### src/rtl/cwp_consts.svh
`ifndef CWP_CONSTS_SVH
`define CWP_CONSTS_SVH

// ==========================================================
// Register offsets (word index on the register port)
`define CWP_ADDR_OPTIONS  2'h0
`define CWP_ADDR_SERVICE  2'h1
`define CWP_ADDR_PRIORITY 2'h2
`define CWP_ADDR_STATUS   2'h3

// ==========================================================
// Field positions of system_options
`define CWP_OPT_IRQ_EDGE   5
`define CWP_OPT_EXIT_DELAY 4
`define CWP_OPT_MON_EN     3
`define CWP_OPT_MON_FORCE  2
`define CWP_OPT_RATE_HI    1
`define CWP_OPT_RATE_LO    0

// ==========================================================
// Field positions of priority_and_misc
`define CWP_PRI_BOOT    7
`define CWP_PRI_SPECIAL 6
`define CWP_PRI_MODE_A  5
`define CWP_PRI_PSEL_HI 4

// ==========================================================
// Reset values and keys
`define CWP_OPT_RESET  8'h10
`define CWP_PSEL_RESET 5'h06
`define CWP_PSEL_IRQ   5'h06
`define CWP_KEY_ARM    8'h55
`define CWP_KEY_CLEAR  8'haa

// ==========================================================
// Timing counts in E clock cycles
`define CWP_WRITE_WINDOW   7'h40
`define CWP_WDOG_BASE_LOG2 15

`endif

### src/rtl/cwp_pkg.sv
package cwp_pkg;

    // ==========================================================
    // Stop-exit sequencer, Gray coded from run through delay to resume
    typedef enum logic [1:0] {
        CWP_RUN    = 2'b00,
        CWP_DELAY  = 2'b01,
        CWP_RESUME = 2'b11
    } cwp_stop_state_t;

    // ==========================================================
    // Live configuration bits of system_options
    typedef struct packed {
        logic       irq_edge_select;
        logic       stop_exit_delay_en;
        logic       clk_monitor_en;
        logic       clk_monitor_force;
        logic [1:0] wdog_rate_sel;
    } cwp_options_t;

    // ==========================================================
    // Mode bits of priority_and_misc
    typedef struct packed {
        logic boot_rom_select;
        logic special_mode_select;
        logic mode_select_a;
    } cwp_mode_t;

endpackage

### src/rtl/cwp_wdog.sv
`include "cwp_consts.svh"

module cwp_wdog
    import cwp_pkg::*;
#(
    parameter int BASE_LOG2 = `CWP_WDOG_BASE_LOG2
) (
    input  wire logic       sys_clk,
    input  wire logic       rstn,
    input  wire logic       e_tick,
    input  wire logic       enable,
    input  wire logic [1:0] rate_sel,
    input  wire logic       svc_write,
    input  wire logic [7:0] svc_data,
    output logic            wdog_reset,
    output logic            armed
);

    // ==========================================================
    // Base prescaler and rate counter
    logic [BASE_LOG2-1:0] pre;
    logic [6:0]           ticks;
    logic [6:0]           limit;
    logic                 base_tick;
    logic                 restart;

    assign base_tick = e_tick && (pre == {BASE_LOG2{1'b1}});
    // Prescaler is not cleared by service, so allow one extra base period
    assign limit     = 7'((7'h01 << {rate_sel, 1'b0}) + 7'h01);
    assign restart   = svc_write && (svc_data == `CWP_KEY_CLEAR) && armed;

    always_ff @(posedge sys_clk or negedge rstn) begin
        if (!rstn) begin
            pre <= '0;
        end else if (!enable) begin
            pre <= '0;
        end else if (e_tick) begin
            pre <= pre + 1'b1;
        end
    end

    always_ff @(posedge sys_clk or negedge rstn) begin
        if (!rstn) begin
            ticks <= 7'h00;
        end else if (!enable || restart) begin
            ticks <= 7'h00;
        end else if (base_tick) begin
            ticks <= (ticks + 7'h01 >= limit) ? 7'h00 : ticks + 7'h01;
        end
    end

    // ==========================================================
    // Timeout pulse
    always_ff @(posedge sys_clk or negedge rstn) begin
        if (!rstn) begin
            wdog_reset <= 1'b0;
        end else begin
            wdog_reset <= enable && !restart && base_tick
                          && (ticks + 7'h01 >= limit);
        end
    end

    // ==========================================================
    // Two-key arming
    always_ff @(posedge sys_clk or negedge rstn) begin
        if (!rstn) begin
            armed <= 1'b0;
        end else if (svc_write && svc_data == `CWP_KEY_ARM) begin
            armed <= 1'b1;
        end else if (restart) begin
            armed <= 1'b0;
        end
    end

endmodule // cwp_wdog

### src/rtl/cwp_top.sv
// What this block does
// - IRQ pin sensed low-level when edge select is 0, falling edge when 1.
// - Delay bit set inserts oscillator settle delay leaving stop; clear resumes at once.
// - Monitor enable set raises clock-failure reset on slow clock; clear tolerates it.
// - Force bit keeps the clock monitor on until next reset.
// - Watchdog timeout is E period times 2^15, 2^17, 2^19 or 2^21 by rate.
// - Writing 0x55 to the service register arms clearing, count keeps running.
// - 0xAA after arming restarts the count; software must do both each period.
// - Boot, special and mode-A bits reset from straps, writable only in special mode.
// - Priority select writable only while global interrupt mask is set.
// - Selected maskable source raised above all others, rest keep default order.
// - Codes 00110 to 01111 promote IRQ, real-time, captures and compares.
// - Codes 10000 to 10100 promote overflow, accumulator, SPI and serial interface.
// - All other codes are reserved and promote the IRQ pin source.
// - Service register reads zero; its value only serves as a key.
// - Protected option bits write once in first 64 cycles normally, anytime special.
//
// The placing of the registers and strobed register access were left to the implementer.
`include "cwp_consts.svh"

module cwp_top
    import cwp_pkg::*;
#(
    parameter int E_DIV           = 1,
    parameter int STOP_DELAY      = 4064,
    parameter int CLKMON_TIMEOUT  = 64,
    parameter int WDOG_BASE_LOG2  = `CWP_WDOG_BASE_LOG2
) (
    input  wire logic       sys_clk,
    input  wire logic       rstn,
    input  wire logic [1:0] reg_addr,
    input  wire logic [7:0] reg_wdata,
    input  wire logic       reg_wr,
    input  wire logic       reg_rd,
    output logic      [7:0] reg_rdata,
    input  wire logic       boot_rom_strap,
    input  wire logic       special_mode_strap,
    input  wire logic       mode_a_strap,
    input  wire logic       wdog_disable_cfg,
    input  wire logic       int_mask_set,
    input  wire logic       irq_pin,
    input  wire logic       irq_ack,
    input  wire logic       stop_exit,
    input  wire logic       osc_alive,
    output logic            irq_request,
    output logic            stop_resume,
    output logic            wdog_reset,
    output logic            clk_fail_reset,
    output logic      [4:0] promoted_src
);

    // ==========================================================
    // E clock enable divider
    logic [15:0]   e_div_cnt;
    logic          e_tick;

    always_ff @(posedge sys_clk or negedge rstn) begin
        if (!rstn) begin
            e_div_cnt <= 16'h0000;
            e_tick    <= 1'b0;
        end else if (e_div_cnt >= 16'(E_DIV - 1)) begin
            e_div_cnt <= 16'h0000;
            e_tick    <= 1'b1;
        end else begin
            e_div_cnt <= e_div_cnt + 16'h0001;
            e_tick    <= 1'b0;
        end
    end

    // ==========================================================
    // Register state
    cwp_options_t  opts;
    cwp_mode_t     mode;
    logic [4:0]    psel;
    logic          straps_taken;
    logic [6:0]    window_cnt;
    logic          opt_written;
    logic          wr_opt;
    logic          wr_svc;
    logic          wr_pri;
    logic          window_open;
    logic          special;
    logic          protected_ok;
    logic          armed;

    assign wr_opt       = reg_wr && reg_addr == `CWP_ADDR_OPTIONS;
    assign wr_svc       = reg_wr && reg_addr == `CWP_ADDR_SERVICE;
    assign wr_pri       = reg_wr && reg_addr == `CWP_ADDR_PRIORITY;
    assign special      = mode.special_mode_select;
    assign window_open  = window_cnt < `CWP_WRITE_WINDOW;
    assign protected_ok = special || (window_open && !opt_written);

    // Counts E cycles up to the end of the write-once window
    always_ff @(posedge sys_clk or negedge rstn) begin
        if (!rstn) begin
            window_cnt <= 7'h00;
        end else if (e_tick && window_open) begin
            window_cnt <= window_cnt + 7'h01;
        end
    end

    always_ff @(posedge sys_clk or negedge rstn) begin
        if (!rstn) begin
            opt_written <= 1'b0;
        end else if (wr_opt && !special) begin
            opt_written <= 1'b1;
        end
    end

    always_ff @(posedge sys_clk or negedge rstn) begin
        if (!rstn) begin
            opts <= cwp_options_t'(`CWP_OPT_RESET);
        end else if (wr_opt) begin
            opts.clk_monitor_en <= reg_wdata[`CWP_OPT_MON_EN];
            if (protected_ok) begin
                opts.irq_edge_select    <= reg_wdata[`CWP_OPT_IRQ_EDGE];
                opts.stop_exit_delay_en <= reg_wdata[`CWP_OPT_EXIT_DELAY];
                opts.wdog_rate_sel      <= reg_wdata[`CWP_OPT_RATE_HI:`CWP_OPT_RATE_LO];
                // Force can only be set; it clears on reset alone
                opts.clk_monitor_force  <= opts.clk_monitor_force
                                           | reg_wdata[`CWP_OPT_MON_FORCE];
            end
        end
    end

    // Straps are caught by the clock after release, not by the reset itself
    always_ff @(posedge sys_clk or negedge rstn) begin
        if (!rstn) begin
            straps_taken <= 1'b0;
            mode         <= '0;
        end else if (!straps_taken) begin
            straps_taken <= 1'b1;
            mode         <= '{boot_rom_strap, special_mode_strap, mode_a_strap};
        end else if (wr_pri && special) begin
            mode <= '{reg_wdata[`CWP_PRI_BOOT], reg_wdata[`CWP_PRI_SPECIAL],
                      reg_wdata[`CWP_PRI_MODE_A]};
        end
    end

    always_ff @(posedge sys_clk or negedge rstn) begin
        if (!rstn) begin
            psel <= `CWP_PSEL_RESET;
        end else if (wr_pri && int_mask_set) begin
            psel <= reg_wdata[`CWP_PRI_PSEL_HI:0];
        end
    end

    // ==========================================================
    // Priority promotion
    // Only the promoted code leaves here; the prioritiser keeps its default
    // order for the rest, so one code is all it needs
    always_ff @(posedge sys_clk or negedge rstn) begin
        if (!rstn) begin
            promoted_src <= `CWP_PSEL_IRQ;
        end else if (psel >= 5'h06 && psel <= 5'h14) begin
            promoted_src <= psel;
        end else begin
            promoted_src <= `CWP_PSEL_IRQ;
        end
    end

    // ==========================================================
    // External interrupt sensing
    logic irq_pin_q;
    logic irq_edge_hit;

    always_ff @(posedge sys_clk or negedge rstn) begin
        if (!rstn) begin
            irq_pin_q <= 1'b1;
        end else begin
            irq_pin_q <= irq_pin;
        end
    end

    assign irq_edge_hit = irq_pin_q && !irq_pin;

    // A falling edge in the acknowledge cycle is kept
    always_ff @(posedge sys_clk or negedge rstn) begin
        if (!rstn) begin
            irq_request <= 1'b0;
        end else if (!opts.irq_edge_select) begin
            irq_request <= !irq_pin;
        end else if (irq_edge_hit) begin
            irq_request <= 1'b1;
        end else if (irq_ack) begin
            irq_request <= 1'b0;
        end
    end

    // ==========================================================
    // Stop exit sequencer
    cwp_stop_state_t stop_state;
    logic [15:0]     stop_cnt;

    always_ff @(posedge sys_clk or negedge rstn) begin
        if (!rstn) begin
            stop_state <= CWP_RUN;
            stop_cnt   <= 16'h0000;
        end else begin
            case (stop_state)
                CWP_RUN: begin
                    stop_cnt <= 16'h0000;
                    if (stop_exit) begin
                        stop_state <= opts.stop_exit_delay_en ? CWP_DELAY : CWP_RESUME;
                    end
                end
                CWP_DELAY: begin
                    if (e_tick) begin
                        stop_cnt <= stop_cnt + 16'h0001;
                    end
                    if (stop_cnt >= 16'(STOP_DELAY)) begin
                        stop_state <= CWP_RESUME;
                    end
                end
                CWP_RESUME: begin
                    stop_state <= CWP_RUN;
                end
                default: begin
                    stop_state <= CWP_RUN;
                end
            endcase
        end
    end

    always_ff @(posedge sys_clk or negedge rstn) begin
        if (!rstn) begin
            stop_resume <= 1'b0;
        end else begin
            stop_resume <= (stop_state == CWP_DELAY && stop_cnt >= 16'(STOP_DELAY))
                           || (stop_state == CWP_RUN && stop_exit
                               && !opts.stop_exit_delay_en);
        end
    end

    // ==========================================================
    // Clock monitor
    // The oscillator is seen only through its alive pulse; a gap longer
    // than the timeout counts as a slow or stopped clock
    logic        mon_on;
    logic [15:0] mon_cnt;

    assign mon_on = opts.clk_monitor_en || opts.clk_monitor_force;

    always_ff @(posedge sys_clk or negedge rstn) begin
        if (!rstn) begin
            mon_cnt <= 16'h0000;
        end else if (!mon_on || osc_alive) begin
            mon_cnt <= 16'h0000;
        end else if (mon_cnt < 16'(CLKMON_TIMEOUT)) begin
            mon_cnt <= mon_cnt + 16'h0001;
        end
    end

    always_ff @(posedge sys_clk or negedge rstn) begin
        if (!rstn) begin
            clk_fail_reset <= 1'b0;
        end else begin
            clk_fail_reset <= mon_on && !osc_alive
                              && mon_cnt >= 16'(CLKMON_TIMEOUT - 1);
        end
    end

    // ==========================================================
    // Watchdog
    cwp_wdog #(
        .BASE_LOG2 (WDOG_BASE_LOG2)
    ) u_wdog (
        .sys_clk    (sys_clk),
        .rstn       (rstn),
        .e_tick     (e_tick),
        .enable     (!wdog_disable_cfg),
        .rate_sel   (opts.wdog_rate_sel),
        .svc_write  (wr_svc),
        .svc_data   (reg_wdata),
        .wdog_reset (wdog_reset),
        .armed      (armed)
    );

    // ==========================================================
    // Read port
    always_ff @(posedge sys_clk or negedge rstn) begin
        if (!rstn) begin
            reg_rdata <= 8'h00;
        end else if (reg_rd) begin
            case (reg_addr)
                `CWP_ADDR_OPTIONS: begin
                    reg_rdata <= {2'b00, opts};
                end
                `CWP_ADDR_SERVICE: begin
                    reg_rdata <= 8'h00;
                end
                `CWP_ADDR_PRIORITY: begin
                    reg_rdata <= {mode, psel};
                end
                `CWP_ADDR_STATUS: begin
                    reg_rdata <= {3'b000, opt_written, mon_on, armed,
                                  stop_state != CWP_RUN, irq_request};
                end
                default: begin
                    reg_rdata <= 8'h00;
                end
            endcase
        end else begin
            reg_rdata <= 8'h00;
        end
    end

endmodule // cwp_top

### config.mk
export PLATFORM = sky130hd
export DESIGN_NAME = cwp_top
export DESIGN_NICKNAME = d
export VERILOG_FILES = /design/src/rtl/cwp_pkg.sv /design/src/rtl/cwp_wdog.sv /design/src/rtl/cwp_top.sv
export VERILOG_INCLUDE_DIRS = /design/src /design/src/rtl
export SDC_FILE = /design/constraint.sdc
export NUM_CORES = 1
export LEC_CHECK = 0
export ABC_AREA = 1
export BUFFER_PORTS_ARGS = -buffer_cell sky130_fd_sc_hd__buf_2
export CORE_MARGIN = 1
export CORE_UTILIZATION = 64
export CTS_CLUSTER_SIZE = 10
export DETAILED_ROUTE_END_ITERATION = 8
export HOLD_SLACK_MARGIN = 0.08
export PLACE_DENSITY = 0.85
export SYNTH_ARGS = -nofsm -noshare
export SYNTH_HDL_FRONTEND = slang
export SYNTH_SLANG_ARGS = --single-unit
### constraint.sdc
create_clock -name sys_clk -period 4.45 [get_ports sys_clk]
set_input_delay 0.6675 -clock sys_clk [delete_from_list [all_inputs] [get_ports sys_clk]]
set_output_delay 0.6675 -clock sys_clk [all_outputs]
set_load 0.03 [all_outputs]
# Word-level counts from Yosys, hierarchy flattened
# Cells that the tools add are included.
[word_totals] reg_bits=115 inputBits=23 out_inout_bits=17 wordCells=127
[op_classes] n_addsub=7 order_cmp=8 eq_ne=12 n_shift=1 mux=25 n_bitwise=1 n_reduce_logical=46
[op_table] op="16-bit 2-to-1 mux" count=4
[op_table] op="16-bit by 1-bit adder with 16-bit output, second input constant" count=3
[op_table] op="16-bit case mux with 2 select lines" count=1
[op_table] op="8-bit case mux with 4 select lines" count=1
[op_table] op="15-bit 2-to-1 mux" count=2
[op_table] op="1-bit logical AND" count=22
[op_table] op="7-bit by 1-bit adder with 7-bit output, second input constant" count=3
[op_table] op="7-bit 2-to-1 mux" count=3
[op_table] op="16-bit by 1-bit >= comparator with 1-bit output, second input constant" count=1
[op_table] op="16-bit by 12-bit >= comparator with 1-bit output, second input constant" count=1
[op_table] op="16-bit by 6-bit >= comparator with 1-bit output, second input constant" count=1
[op_table] op="16-bit by 7-bit less-than comparator with 1-bit output, second input constant" count=1
[op_table] op="15-bit by 1-bit adder with 15-bit output, second input constant" count=1
[op_table] op="15-bit == test, second input constant" count=1
[op_table] op="2-bit nonzero test" count=6
[op_table] op="8-bit by 7-bit == test with 1-bit output, second input constant" count=1
[op_table] op="8-bit == test, second input constant" count=1
[op_table] op="1-bit logical NOT" count=8
[op_table] op="8-bit 2-to-1 mux" count=1
[op_table] op="7-bit >= comparator" count=1
[op_table] op="7-bit less-than comparator, second input constant" count=1
[op_table] op="1-bit by 3-bit left shift with 7-bit output, first input constant" count=1
[op_table] op="1-bit 2-to-1 mux" count=6
[op_table] op="2-bit 2-to-1 mux" count=3
[op_table] op="other kinds (14)" count=26

# Logic depth before layout (Yosys ltp)
[depth] ltp_word=8 ltp_mapped=12 mapped_depth_nobuf=12

# By module
# Synthesis repeated with hierarchy kept, for this count alone.
[unflattened] cells_unflattened=607 hier_area_um2=5028.6
[by_module_without_submodules] mod="cwp_top" instances=1 cells_per_inst=377 area_per_inst_um2=3430.8 seq_area_each_um2=1859.3
[by_module_without_submodules] mod="cwp_wdog" instances=1 cells_per_inst=230 area_per_inst_um2=1597.8 seq_area_each_um2=600.6

# Worst setup path before layout
# Ideal clock, no wire load.
[synth_path] kind="flip-flop to flip-flop" start="register u_wdog.ticks[0]" end="register u_wdog.ticks[0]" setup_ns=0.122 arrival_ns=1.677 required_ns=4.328 setup_slack_ns=2.651 path_stages_with_launch=13 n_path_buf=0 synth_period_minus_slack_ns=1.799 path_cell_list="dfrtp_1 -> ha_1 -> nand2_1 -> nor2_1 -> nand2_1 -> nand2_1 -> nand2_1 -> ha_1 -> nand2_1 -> nor2_1 -> nand3_1 -> nand2_1 -> o21ai_1"
[synth_via] elab_chain_len=5
[synth_lines] element="start, declared" line_no="cwp_wdog.sv:22" text="logic [6:0] ticks;"
[synth_lines] element="start signal, assigned" line_no="cwp_wdog.sv:48" text="ticks <= (ticks + 7'h01 >= limit) ? 7'h00 : ticks + 7'h01;"
[synth_lines] element="7-bit by 1-bit adder with 7-bit output (*)" line_no="cwp_wdog.sv:48"
[synth_lines] element="7-bit >= comparator" line_no="cwp_wdog.sv:48"
[synth_lines] element="7-bit 2-to-1 mux (*)" line_no="cwp_wdog.sv:48"
[synth_lines] element="7-bit 2-to-1 mux (*)" line_no="cwp_wdog.sv:47" text="end else if (base_tick) begin"
[synth_lines] element="7-bit 2-to-1 mux (*)" line_no="cwp_wdog.sv:45" text="end else if (!enable || restart) begin"
# Every way passes the cells marked *; elsewhere a longest branch is shown, timed or not. The select of a mux whose other input is x is not followed.
# A chain may end at the register's enable or synchronous reset.

# Worst setup path in the final report
[layout_path] start="register u_wdog.ticks[0]" end="register u_wdog.ticks[3]"
# Same word-level chain as after synthesis.

==> results.sh <==
export IMPL_hold_path_class="primary input to async pin"
export IMPL_wl_met3_um=673
export IMPL_crit_arrival_ns=2.33
export IMPL_gp_congestion=0.939
export IMPL_hold_violations=0
export IMPL_fin_crit_sh_pct=45.7
export IMPL_cts_inserted_buffers=9
export IMPL_cp_max_fo=6
export IMPL_core_mm2=0.00721
export IMPL_final_nets=652
export IMPL_fmax_mhz=492
export IMPL_cts_tree="yes"
export IMPL_routed_wirelength_mm=9.95
export IMPL_portBuffers=39
export IMPL_r2r_slack_ns=2.42
export IMPL_synth_cells=571
export IMPL_syn_area_mm2=0.00474
export IMPL_route_met2_wl_mm=4.87
export IMPL_die_x_um=88.1
export IMPL_multi_input_area_mm2=0.00189
export IMPL_rsz0062_at_grt="no"
export IMPL_p_per_area_mw_per_mm2=377
export IMPL_synth_nets=605
export IMPL_fillers=543
export IMPL_critical_path_max_stage_delay_ns=0.43
export IMPL_setup_viol=0
export IMPL_drive_gt1_share_pct=13.8
export IMPL_synth_seq_area_share_pct=51.9
export IMPL_htree_levels=3
export IMPL_chipHeight_um=88.1
export IMPL_synth_edf_count=0
export IMPL_crit_path_top_delay_cell="dfrtp_1"
export IMPL_cts_hold_buf=0
export IMPL_initial_utilization_pct=65.7
export IMPL_synth_seq_cells=98
export IMPL_grt_pass1_wl_mm=16.7
export IMPL_cts_setup_buffers=0
export IMPL_vias_per_cell=5.53
export IMPL_leakage_uw=0.00261
export IMPL_grtUsageTotal_pct=28.2
export IMPL_setup_tns_final_ns=0
export IMPL_grt_pass1_vias=3767
export IMPL_synth_warnings=0
export IMPL_timing_hold_ws_ns=0.362
export IMPL_ir_worst_vdd_v=0.000275
export IMPL_wl_met1_mm=4.14
export IMPL_synth_distinct_cells=40
export IMPL_pin_count=40
export IMPL_postPlaceCellArea_mm2=0.00504
export IMPL_worstMarginPinSlew_ns=0.770
export IMPL_max_cap_violations=0
export IMPL_fin_skew_ns=0.0144
export IMPL_synth_area_top_cells="dfrtp_1 (49%), nand2_1 (8.6%), inv_1 (7.2%)"
export IMPL_yosys_area_top_type_share_pct=48.6
export IMPL_hpwl_mm=7.25
export IMPL_endpoint_kind="flip-flop"
export IMPL_area_growth_pct=10.6
export IMPL_wl_per_cell_um=13.8
export IMPL_clk_latency_ns=0.37
export IMPL_overflow=0
export IMPL_antenna_left=0
export IMPL_maxSlewViolCount=0
export IMPL_vias=3994
export IMPL_period_minus_slack_ns=2.03
export IMPL_dr_first_iter_drc_count=304
export IMPL_status="completed"
export IMPL_grt_max_degree=65
export IMPL_critical_path_required_ns=4.74
export IMPL_cts_buffer_depth=2
export IMPL_yosys_area_top_type="dfrtp_1"
export IMPL_regArea_mm2=0.00246
export IMPL_path_clk_slew_ns=0.10
export IMPL_path_class="flip-flop to flip-flop"
export IMPL_relSlewSlack_pct=48.7
export IMPL_grt_antenna_before_repair=0
export IMPL_cts_sinks=98
export IMPL_route_detailed_drc=0
export IMPL_diodes=0
export IMPL_critical_path_top_delay_family="simple AND/OR/NAND/NOR gates"
export IMPL_root_buffer="clkbuf_8"
export IMPL_final_cell_area_mm2=0.00524
export IMPL_top_layer_used="met4"
export IMPL_avgSynthCellArea_um2=8.30
export IMPL_synth_ff_type="dfrtp_1"
export IMPL_crit_path_start_kind="flip-flop"
export IMPL_async_reset_ff_share_pct=100
export IMPL_crit_chain="ha_1, nand2_1, nor2_1, inv_1, nand2_1, inv_1, ha_1, nand3_1, nand3_1, nand2_1, nand2_1, o21ai_1"
export IMPL_cts_resized=0
export IMPL_path_common_cell="nand2_1"
export IMPL_critPathBufInv=2
export IMPL_firstDrtPassIters=5
export IMPL_fp_row_count=31
export IMPL_die_area_mm2=0.00775
==> path summary, 6_finish.rpt <==
check	startpoint	end	cells past startpoint
setup / recovery	u_wdog.ticks[0]	u_wdog.ticks[3]	12
hold / removal	rstn	stop_cnt[10]	1
max in group asynchronous	rstn	irq_pin_q	2
hold reg to reg	psel[4]	promoted_src[3]	1
setup reg to reg	u_wdog.ticks[0]	u_wdog.ticks[3]	12
min in group sys_clk	irq_pin	irq_pin_q	1
==> through the flow <==
| stage | utilization, % | total power, µW | std cells | worst slack [ns] |
|---|---|---|---|---|
| final | 72.6 | 1970 | 722 | 2.42 |
| after global routing | 72.6 | 2090 | 722 | 2.20 |
| after CTS | 72.6 | 1990 | 722 | 2.45 |
| after detailed placement | 69.9 | 1430 | 706 | 2.47 |
| after global placement | 69.9 | 1420 | 706 | 2.53 |
| after floorplan | - | 1320 | 571 | 2.65 |
==> power by group <==
part	internal (µW)	switching, µW	total, µW
combinational	119	226	345
clock	219	331	550
sequential	1000	79.1	1080
total	1340	637	1970
==> Yosys cell counts (2+ instances only) <==
cell      count
a21oi_1      27
a31oi_1       4
clkbuf_1      2
dfrtp_1      92
dfstp_2       6
ha_1         11
inv_1        91
inv_2         6
nand2_1     108
nand2_2       2
nand3_1      35
nand4_1      17
nor2_1       63
nor2_2        4
nor2_4        3
nor3_1       16
nor3_2        2
nor4_1        3
o21ai_0      38
o21ai_1      10
o21bai_1      2
o31ai_1       4
o32ai_1       2
or2_2         2
xnor2_1       2
xor2_1        5
==> registers in the layout (all words and copies together), names as in the netlist, 2 cells and up <==
register and cells:
mode 2, mon_cnt 16, opts 6, promoted_src 5, psel 5, reg_rdata 8
stop_cnt 16, stop_state 2, u_wdog.pre 15, u_wdog.ticks 7, window_cnt 7
==> logic make-up after synthesis <==
family | count (synthesis) | share of synthesized area [%]
simple gates | 258 | 24.3
buf+inv | 101 | 8.18
flops | 98 | 51.9
compound gates | 94 | 11.1
fa+ha+maj | 11 | 2.90
xor+xnor | 7 | 1.29
other cells | 1 | 0.0791
mux | 1 | 0.238
==> routing by layer <==
metal  vias up  GRT usage, %
met5         -             0
met2       153          45.9
met3        27          6.50
met1      1864          36.4
met4         0          11.9
li1       1950             -
==> worst reg2reg max path, cell delays in order (launching register included) <==
cell     delay (ns)
dfrtp_1        0.43
ha_1           0.20
nand2_1        0.08
nor2_1         0.19
inv_1          0.07
nand2_1        0.08
inv_1          0.06
ha_1           0.31
nand3_1        0.09
nand3_1        0.07
nand2_1        0.10
nand2_1        0.14
o21ai_1        0.15
==> cells in the final DEF, fill, tap and decap left out, types with 2 or more instances in the layout <==
master	instances
nand2_1	108
dfrtp_1	92
inv_1	91
nor2_1	63
o21ai_0	38
buf_2	38
nand3_1	35
a21oi_1	27
nand4_1	17
nor3_1	16
ha_1	11
o21ai_1	10
clkbuf_8	9
inv_2	6
dfstp_2	6
xor2_1	5
a31oi_1	4
o31ai_1	4
nor2_2	4
nor2_4	3
nor4_1	3
clkinv_4	3
or2_2	2
o21bai_1	2
nand2_2	2
nor3_2	2
o32ai_1	2
xnor2_1	2
inv_6	2
buf_4	2
==> cell type report <==
class	count	share of cell area, %
Clock inverter	7	1.36
Timing Repair Buffer	40	3.92
Inverter	97	6.95
Sequential cell	98	46.9
Clock buffer	9	2.36
Multi-Input combinational cell	372	36.1
Tap cell	99	2.36
No activity file was read; power rests on OpenSTA's default activity.
